### src/sid_defines.vh
// Register offsets, field positions and reset values of the split descriptor
`ifndef SID_DEFINES_VH
`define SID_DEFINES_VH

`define SID_ADDR_SLOT_STATUS  8'h00
`define SID_ADDR_CSPLIT_BYTES 8'h04
`define SID_ADDR_BYTES_MID    8'h08
`define SID_ADDR_BYTES_TOP    8'h0c
`define SID_ADDR_CTRL         8'h10
`define SID_ADDR_STATE        8'h14

`define SID_CTRL_ENABLE_BIT   0
`define SID_CTRL_DIR_IN_BIT   1
`define SID_CTRL_FRAME_LSB    2
`define SID_CTRL_FRAME_MSB    6
`define SID_CTRL_HOLD_BIT     8

`define SID_CTRL_RESET        32'h0000_0000
`define SID_MASK_RESET        8'h00
`define SID_STATUS_RESET      24'h00_0000
`define SID_BYTE_RESET        8'h00

`define SID_CODE_XACT_ERR_BIT 0
`define SID_CODE_BABBLE_BIT   1
`define SID_CODE_UNDERRUN_BIT 2
`define SID_CODE_IN_KEEP      3'h3
`define SID_CODE_OUT_KEEP     3'h5
`define SID_IN_SS_LEGAL       8'h0f

`define SID_FIFO_DEPTH        16
`define SID_FIFO_PTR_W        4
`define SID_FIFO_WIDTH        12

`endif

### src/sid_fifo.v
// Synchronous FIFO with valid/ready on both sides
`default_nettype none

module sid_fifo #(
    parameter WIDTH = 12,
    parameter DEPTH = 16,
    parameter PTR_W = 4
) (
    input  wire             clk,
    input  wire             rst_n,
    input  wire             in_valid,
    output wire             in_ready,
    input  wire [WIDTH-1:0] in_data,
    output wire             out_valid,
    input  wire             out_ready,
    output wire [WIDTH-1:0] out_data,
    output wire [PTR_W:0]   level
);

    reg [WIDTH-1:0] mem [0:DEPTH-1];
    reg [PTR_W-1:0] wr_ptr;
    reg [PTR_W-1:0] rd_ptr;
    reg [PTR_W:0]   count;

    wire push = in_valid & in_ready;
    wire pop  = out_valid & out_ready;

    assign in_ready  = (count != DEPTH[PTR_W:0]);
    assign out_valid = (count != {(PTR_W+1){1'b0}});
    assign out_data  = mem[rd_ptr];
    assign level     = count;

    always @(posedge clk) begin
        if (push) begin
            mem[wr_ptr] <= in_data;
        end
    end

    always @(posedge clk or negedge rst_n) begin
        if (!rst_n) begin
            wr_ptr <= {PTR_W{1'b0}};
            rd_ptr <= {PTR_W{1'b0}};
            count  <= {(PTR_W+1){1'b0}};
        end else begin
            if (push) begin
                wr_ptr <= wr_ptr + {{(PTR_W-1){1'b0}}, 1'b1};
            end
            if (pop) begin
                rd_ptr <= rd_ptr + {{(PTR_W-1){1'b0}}, 1'b1};
            end
            if (push && !pop) begin
                count <= count + {{PTR_W{1'b0}}, 1'b1};
            end else if (pop && !push) begin
                count <= count - {{PTR_W{1'b0}}, 1'b1};
            end
        end
    end

endmodule // sid_fifo

`default_nettype wire

### src/sid_split_desc.v
// Upper words of the split interrupt transfer descriptor with APB access
// Operation
// Store received byte when start slot armed, frame matches
// Newest received byte overwrites its slot field
// Software sets mask bits, hardware clears after processing
// Complete splits scheduled only for IN transfers
// Mask bit k places split in microframe k
// Three-bit result code stored per microframe slot
// Code bits: error, babble IN, underrun OUT
// IN start splits only in microframes zero to three
`default_nettype none
`include "sid_defines.vh"

module sid_split_desc (
    input  wire        pclk,
    input  wire        presetn,
    input  wire [7:0]  paddr,
    input  wire        psel,
    input  wire        penable,
    input  wire        pwrite,
    input  wire [31:0] pwdata,
    output wire        pready,
    output reg  [31:0] prdata,
    output reg         pslverr,
    input  wire [4:0]  usb_frame_num,
    input  wire        uframe_start,
    input  wire [2:0]  uframe_num,
    output reg         ss_req,
    output reg         cs_req,
    output reg  [2:0]  req_uframe,
    input  wire        rx_valid,
    output wire        rx_ready,
    input  wire [2:0]  rx_uframe,
    input  wire [7:0]  rx_byte_in,
    input  wire        res_valid,
    input  wire        res_complete,
    input  wire [2:0]  res_uframe,
    input  wire [2:0]  res_code
);

    reg  [31:0] ctrl;
    reg  [7:0]  start_split_slot_mask;
    reg  [7:0]  complete_split_slot_mask;
    reg  [7:0]  ss_armed;
    reg  [23:0] result_code;
    reg  [7:0]  rx_byte_mem [0:7];
    reg  [2:0]  last_uframe;
    reg  [31:0] next_prdata;
    reg         next_pslverr;

    wire        setup_phase = psel & ~penable;
    wire        access_wr   = psel & penable & pwrite;
    wire        wr_status   = access_wr & (paddr == `SID_ADDR_SLOT_STATUS);
    wire        wr_csplit   = access_wr & (paddr == `SID_ADDR_CSPLIT_BYTES);
    wire        wr_ctrl     = access_wr & (paddr == `SID_ADDR_CTRL);

    wire        enable      = ctrl[`SID_CTRL_ENABLE_BIT];
    wire        dir_in      = ctrl[`SID_CTRL_DIR_IN_BIT];
    wire [4:0]  frame_sel   = ctrl[`SID_CTRL_FRAME_MSB:`SID_CTRL_FRAME_LSB];
    wire        drain_hold  = ctrl[`SID_CTRL_HOLD_BIT];
    wire        frame_hit   = enable & (usb_frame_num == frame_sel);

    // IN transfers never arm start splits beyond microframe three
    wire [7:0]  ss_legal    = dir_in ? `SID_IN_SS_LEGAL : 8'hff;
    wire [7:0]  ss_eff      = start_split_slot_mask & ss_legal;
    wire [2:0]  code_keep   = dir_in ? `SID_CODE_IN_KEEP
                                     : `SID_CODE_OUT_KEEP;

    wire [`SID_FIFO_WIDTH-1:0] fifo_in;
    wire [`SID_FIFO_WIDTH-1:0] fifo_out;
    wire                       fifo_out_valid;
    wire                       fifo_out_ready;
    wire [`SID_FIFO_PTR_W:0]   fifo_level;
    wire                       rx_accept;
    wire                       drain_fire;

    // Qualify at arrival: masks may be cleared before the entry drains
    assign rx_accept = frame_hit & (ss_eff[rx_uframe] | ss_armed[rx_uframe]);
    assign fifo_in   = {rx_accept, rx_uframe, rx_byte_in};

    // Draining stalls while software holds it or rewrites slot masks
    assign fifo_out_ready = ~drain_hold & ~wr_status & ~wr_csplit;
    assign drain_fire     = fifo_out_valid & fifo_out_ready;

    sid_fifo #(
        .WIDTH (`SID_FIFO_WIDTH),
        .DEPTH (`SID_FIFO_DEPTH),
        .PTR_W (`SID_FIFO_PTR_W)
    ) u_rx_fifo (
        .clk       (pclk),
        .rst_n     (presetn),
        .in_valid  (rx_valid),
        .in_ready  (rx_ready),
        .in_data   (fifo_in),
        .out_valid (fifo_out_valid),
        .out_ready (fifo_out_ready),
        .out_data  (fifo_out),
        .level     (fifo_level)
    );

    wire        drain_ok    = fifo_out[11];
    wire [2:0]  drain_slot  = fifo_out[10:8];
    wire [7:0]  drain_byte  = fifo_out[7:0];

    genvar k;
    generate
        for (k = 0; k < 8; k = k + 1) begin : g_slot
            localparam [2:0] SLOT = k;
            wire slot_res = res_valid & (res_uframe == SLOT);
            wire ss_clr   = slot_res & ~res_complete;
            wire cs_clr   = slot_res & res_complete;
            wire ss_set   = wr_status & pwdata[k];
            wire cs_set   = wr_csplit & pwdata[k];
            wire ss_issue = uframe_start & frame_hit & ss_eff[k]
                            & (uframe_num == SLOT);

            // A software set in the same cycle as a hardware clear wins
            always @(posedge pclk or negedge presetn) begin
                if (!presetn) begin
                    start_split_slot_mask[k]    <= 1'b0;
                    complete_split_slot_mask[k] <= 1'b0;
                end else begin
                    start_split_slot_mask[k] <=
                        (start_split_slot_mask[k] & ~ss_clr) | ss_set;
                    complete_split_slot_mask[k] <=
                        (complete_split_slot_mask[k] & ~cs_clr) | cs_set;
                end
            end

            // Remembers an issued start split until software rearms the slot
            always @(posedge pclk or negedge presetn) begin
                if (!presetn) begin
                    ss_armed[k] <= 1'b0;
                end else if (ss_issue) begin
                    ss_armed[k] <= 1'b1;
                end else if (ss_set) begin
                    ss_armed[k] <= 1'b0;
                end
            end

            always @(posedge pclk or negedge presetn) begin
                if (!presetn) begin
                    result_code[3*k+2:3*k] <= 3'h0;
                end else if (slot_res) begin
                    result_code[3*k+2:3*k] <= res_code & code_keep;
                end
            end

            // No guard on older contents: every accepted arrival for the slot replaces its byte
            always @(posedge pclk or negedge presetn) begin
                if (!presetn) begin
                    rx_byte_mem[k] <= `SID_BYTE_RESET;
                end else if (drain_fire && drain_ok
                             && drain_slot == SLOT) begin
                    rx_byte_mem[k] <= drain_byte;
                end
            end
        end
    endgenerate

    // Split scheduling at each microframe start
    always @(posedge pclk or negedge presetn) begin
        if (!presetn) begin
            ss_req      <= 1'b0;
            cs_req      <= 1'b0;
            req_uframe  <= 3'h0;
            last_uframe <= 3'h0;
        end else begin
            ss_req <= uframe_start & frame_hit & ss_eff[uframe_num];
            cs_req <= uframe_start & frame_hit & dir_in
                      & complete_split_slot_mask[uframe_num];
            if (uframe_start) begin
                req_uframe  <= uframe_num;
                last_uframe <= uframe_num;
            end
        end
    end

    always @(posedge pclk or negedge presetn) begin
        if (!presetn) begin
            ctrl <= `SID_CTRL_RESET;
        end else if (wr_ctrl) begin
            ctrl <= {23'h00_0000, pwdata[8], 1'b0, pwdata[6:0]};
        end
    end

    // Read data is captured in the setup cycle; the access cycle shows it
    always @* begin
        next_prdata  = 32'h0000_0000;
        next_pslverr = 1'b0;
        case (paddr)
            `SID_ADDR_SLOT_STATUS: begin
                next_prdata = {result_code, start_split_slot_mask};
            end
            `SID_ADDR_CSPLIT_BYTES: begin
                next_prdata = {rx_byte_mem[2], rx_byte_mem[1],
                               rx_byte_mem[0], complete_split_slot_mask};
            end
            `SID_ADDR_BYTES_MID: begin
                next_prdata = {rx_byte_mem[6], rx_byte_mem[5],
                               rx_byte_mem[4], rx_byte_mem[3]};
            end
            `SID_ADDR_BYTES_TOP: begin
                next_prdata = {24'h00_0000, rx_byte_mem[7]};
            end
            `SID_ADDR_CTRL: begin
                next_prdata = ctrl;
            end
            `SID_ADDR_STATE: begin
                next_prdata = {15'h0000, fifo_level, ss_armed,
                               1'b0, last_uframe};
            end
            default: begin
                next_pslverr = 1'b1;
            end
        endcase
    end

    always @(posedge pclk or negedge presetn) begin
        if (!presetn) begin
            prdata  <= 32'h0000_0000;
            pslverr <= 1'b0;
        end else if (setup_phase) begin
            prdata  <= pwrite ? 32'h0000_0000 : next_prdata;
            pslverr <= next_pslverr;
        end
    end

    // Zero wait states: the access phase always completes at once
    assign pready = 1'b1;

endmodule // sid_split_desc

`default_nettype wire
### config.mk
export PLATFORM = sky130hd
export DESIGN_NAME = sid_split_desc
export DESIGN_NICKNAME = d
export VERILOG_FILES = /design/src/sid_fifo.v /design/src/sid_split_desc.v
export VERILOG_INCLUDE_DIRS = /design/src /design/src/src
export SDC_FILE = /design/constraint.sdc
export NUM_CORES = 1
export LEC_CHECK = 0
export ABC_AREA = 1
export BUFFER_PORTS_ARGS = -buffer_cell sky130_fd_sc_hd__buf_2
export CAP_MARGIN = 20
export CORE_UTILIZATION = 50
export CTS_CLUSTER_SIZE = 16
export DETAILED_ROUTE_END_ITERATION = 12
export PLACE_DENSITY = 0.7
export SLEW_MARGIN = 20
export SYNTH_ARGS = -nofsm -noshare
export SYNTH_HDL_FRONTEND = slang
export SYNTH_SLANG_ARGS = --single-unit
export TNS_END_PERCENT = 5
### constraint.sdc
create_clock -name pclk -period 2.4 [get_ports pclk]
set_clock_uncertainty 0.15 [all_clocks]
set_input_delay 0.48 -clock pclk [delete_from_list [all_inputs] [get_ports pclk]]
set_output_delay 0.48 -clock pclk [all_outputs]
set_load 0.02 [all_outputs]
==> out/results.tsv <==
stage	metric	value	unit
timing	Setup violations, final	0	
synthesis	Post-Syn Area per Cell	9.65	µm²
floorplanning	I/O pin count	114	
critical_path	Max FO, Critical Path	4	
critical_path	CP peak stage delay	0.39	ns
critical_path	worst path cell trace	nor2_2 -> nand3_1 -> nand2_1 -> inv_2 -> nand2_2 -> nor2_4 -> inv_2 -> ha_4 -> inv_4 -> fa_2 -> a21oi_2 -> nor2_1 -> nor2_1 -> nand2_1 -> nand2_1 -> nor2_1 -> xor2_1	
cells_and_area	# diodes	0	
routing	Met2 Wirelength	19.1	mm
synthesis	Post-Syn Area	16000	µm²
cells_and_area	most common cell after layout, fill and taps aside	nand2_1	
critical_path	WP buf/inv	3	
placement	DP HPWL	27.5	mm
timing	Max Fclk	0.421	GHz
synthesis	unique cell type count in the Yosys netlist	43	
routing	Wirelength per Cell	18.0	µm
routing	post-route ant nets	0	
timing	Slew @ Worst Pin	1.01	ns
critical_path	crit-path leading delay family	simple AND/OR/NAND/NOR gates	
power	overall power	17.5	mW
flow_run	Max Cap Viol	0	
critical_path	reg2reg path depth	17	
grt	first-pass GRT wire length	64.8	mm
power	part of the power in registers	41.7	%
cells_and_area	post-layout net count	1903	
placement	post-placement cell area	17500	µm²
grt	grt ovf	0	
timing	Slew Viols, Final	0	
grt	Overall Global Routing Usage	25.3	%
routing	vias per cell	5.46	
routing	Met1 Wirelength	17.6	mm
clock_tree	clk buf depth	3	
placement	Port Buffer Count	89	
synthesis	Synthesis Warnings	0	
power	P_int	12.1	mW
critical_path	Critical Path End Type	register	
power	PD cells	932	nW/µm²
grt	vias in the first global route	11900	
routing	First-pass DRT Iterations	7	
power	VDD IR-drop max	649	µV
clock_tree	worst skew pair latency	0.53	ns
floorplanning	row cnt	65	
synthesis	Post-synth EDFFs	192	
timing	crit share post-route	98.9	%
floorplanning	Initial Util	50.7	%
routing	routed via count	12300	
routing	top routing layer in use	met4	
power	switching share of power	30.8	%
critical_path	kind of critical path	register to register	
power	Switch Pwr	5.40	mW
clock_tree	CTS buffer count	39	
clock_tree	level count of the clock H-tree	2	
routing	wire length on met3	2.58	mm
power	Logic pwr share	24.7	%
critical_path	r2r endpoint	u_rx_fifo.level[4]$_DFFE_PN0P_	
clock_tree	Root Driver	clkbuf_16	
synthesis	syn nets	1742	
critical_path	reg2reg setup slack	0.03	ns
clock_tree	CTS clock-pin slew for the worst setup and hold paths	0.06	ns
cells_and_area	share of layout cells above drive strength 1	15.9	%
min_path	hold crit path type	primary input to register	
clock_tree	clock sinks	363	
run_status	outcome	complete, no violations	
critical_path	Worst Path Required	2.66	ns
cells_and_area	area delta synth->final	17.6	%
routing	DRC violations left	0	
critical_path	CP max stage cell	dfrtp_1	
grt	initial antenna violation count	0	
critical_path	reg2reg start	u_rx_fifo.level[1]$_DFFE_PN0P_	
power	Clock power frac	33.6	%
power	Pleak	8.57	nW
cells_and_area	most frequent cells in the layout	nand2_1, edfxtp_1, dfrtp_1	
synthesis	Post-synth ARST share	47.1	%
grt	largest net degree at the start of global routing	65	
min_path	end of the worst hold path	complete_split_slot_mask[7]$_DFF_PN0_	
timing	Slew headroom	32.8	%
placement	RD Place Congestion	0.922	
synthesis	synthesized flop and latch total	363	
floorplanning	Core ar.	31600	µm²
cells_and_area	Final Cell Area	18800	µm²
floorplanning	DIE AREA	32700	µm²
timing	Fin. Hold Viols	0	
cells_and_area	Final Core Density	59.6	%
timing	setup TNS	0	ns
synthesis	Mapped Cells	1658	
routing	initial DRC count	1002	
floorplanning	Die Wd	181	µm
routing	final wirelength	40.5	mm
timing	RSZ-0062 raised after global routing	yes	
critical_path	startpoint class of the critical path	register	
min_path	hold depth	3	
clock_tree	CTS tree	yes	
timing	Final min period	2.37	ns
critical_path	Critical Path AT	2.63	ns
floorplanning	chip height	181	µm
synthesis	Top FF cell, synth	edfxtp_1	
synthesis	post-synthesis sequential area ratio	62.8	%
min_path	HP Start	pwdata[7]	
final cells by class:
class	count	area, µm²
fillers	2636	12700
flip-flops and latches	363	10000
multi-input cells	1115	5220
repair buffers	183	1340
clock buffers	55	1100
well taps	402	503
inverters	117	449
clock inverters	14	155
power by group through the flow:
stage,combinational (mW),clock [mW],sequential (mW)
after global placement,4.14,0,7.40
after CTS,4.33,5.97,7.31
after global routing,4.75,6.22,7.36
final,4.33,5.89,7.32
after floorplan,2.58,0,7.39
after detailed placement,4.26,0,7.42
registers in the layout, summed over array words and instances (netlist names):
register,count
start_split_slot_mask,8
complete_split_slot_mask,8
rx_byte_mem,64
ss_armed,8
result_code,24
prdata,32
req_uframe,3
u_rx_fifo.level,5
u_rx_fifo.rd_ptr,4
ss_req,1
cs_req,1
pslverr,1
u_rx_fifo.mem,192
ctrl,8
u_rx_fifo.wr_ptr,4
tightest hold or removal path: cells and delay by family:
family	cells	cell delay (ns)
buffers and inverters	1	0.10
AND/OR/NAND/NOR	2	0.11
how the worst max path moves through the flow:
| stage | depth (start not counted) | end | slack [ns] | from |
|---|---|---|---|---|
| 3_5_place_dp | 18 | u_rx_fifo.level[4]$_DFFE_PN0P_ | -0.34 | paddr[7] |
| 3_3_place_gp | 18 | u_rx_fifo.level[4]$_DFFE_PN0P_ | -0.27 | paddr[4] |
| 2_1_floorplan | 17 | u_rx_fifo.level[4]$_DFFE_PN0P_ | -0.10 | paddr[0] |
| 5_1_grt | 17 | u_rx_fifo.level[4]$_DFFE_PN0P_ | -0.14 | u_rx_fifo.level[0]$_DFFE_PN0P_ |
| 4_1_cts | 17 | u_rx_fifo.level[4]$_DFFE_PN0P_ | -0.002 | u_rx_fifo.level[2]$_DFFE_PN0P_ |
| 6_report | 17 | u_rx_fifo.level[4]$_DFFE_PN0P_ | 0.03 | u_rx_fifo.level[1]$_DFFE_PN0P_ |
synthesized netlist by cell type (2+ instances only):
cell	instances	share of area, %
buf_2	16	0.50
ha_1	9	0.70
edfxtp_1	192	36
buf_6	7	0.49
nand2_2	9	0.35
o211ai_1	34	1.6
xor2_1	9	0.49
inv_2	9	0.21
buf_1	7	0.16
clkbuf_1	19	0.45
inv_1	103	2.4
buf_4	14	0.66
nand4_1	12	0.47
o21ai_0	136	4.3
nand3_1	160	5.0
nor2_1	144	3.4
o2111ai_1	5	0.27
nand2_4	3	0.21
nor2_2	2	0.078
dfrtp_1	171	27
o21ai_1	15	0.47
clkinv_1	3	0.070
a21oi_1	13	0.41
o22ai_1	4	0.16
nand2_1	531	12
nor3_1	10	0.31
nor2_8	5	0.63
per-stage QoR:
| step | setup slack (ns) | std cells | hold WS, ns |
|---|---|---|---|
| floorplan | -0.102 | 1658 | 0.0344 |
| global placement | -0.269 | 2176 | 0.306 |
| detailed placement | -0.342 | 2176 | 0.309 |
| CTS | -0.00192 | 2249 | 0.0339 |
| global route | -0.144 | 2249 | 0.0532 |
| finish | 0.0275 | 2249 | 0.0498 |
kinds of logic (layout without fill, tap and decap cells):
family / count (synthesis) / after routing / synth area share (%)
adder cells (fa/ha/maj): 10 / 10 / 0.829
AND/OR/NAND/NOR: 882 / 882 / 23.4
AO/OA/AOI/OAI: 212 / 212 / 7.42
other: 1 / 1 / 0.0234
flip-flops: 363 / 363 / 62.8
buffers and inverters: 180 / 369 / 5.03
XOR/XNOR: 10 / 10 / 0.548
timing repair:
action | CTS | global route
buffers inserted | 3 | 0
resized for setup | 9 | 7
setup endpoints to repair | 2 | 75
pin swaps | 9 | 2
hold buffers | 1 | 0
endpoints found under the hold margin | 50 | 0
per-layer routing:
layer  vias to the layer above  global-route usage [%]
met5                         -                       0
met4                         0                    8.92
li1                       5874                       -
met1                      5855                    35.4
met2                       468                    40.8
met3                        78                    3.39
(Power assumes the default switching activity.)
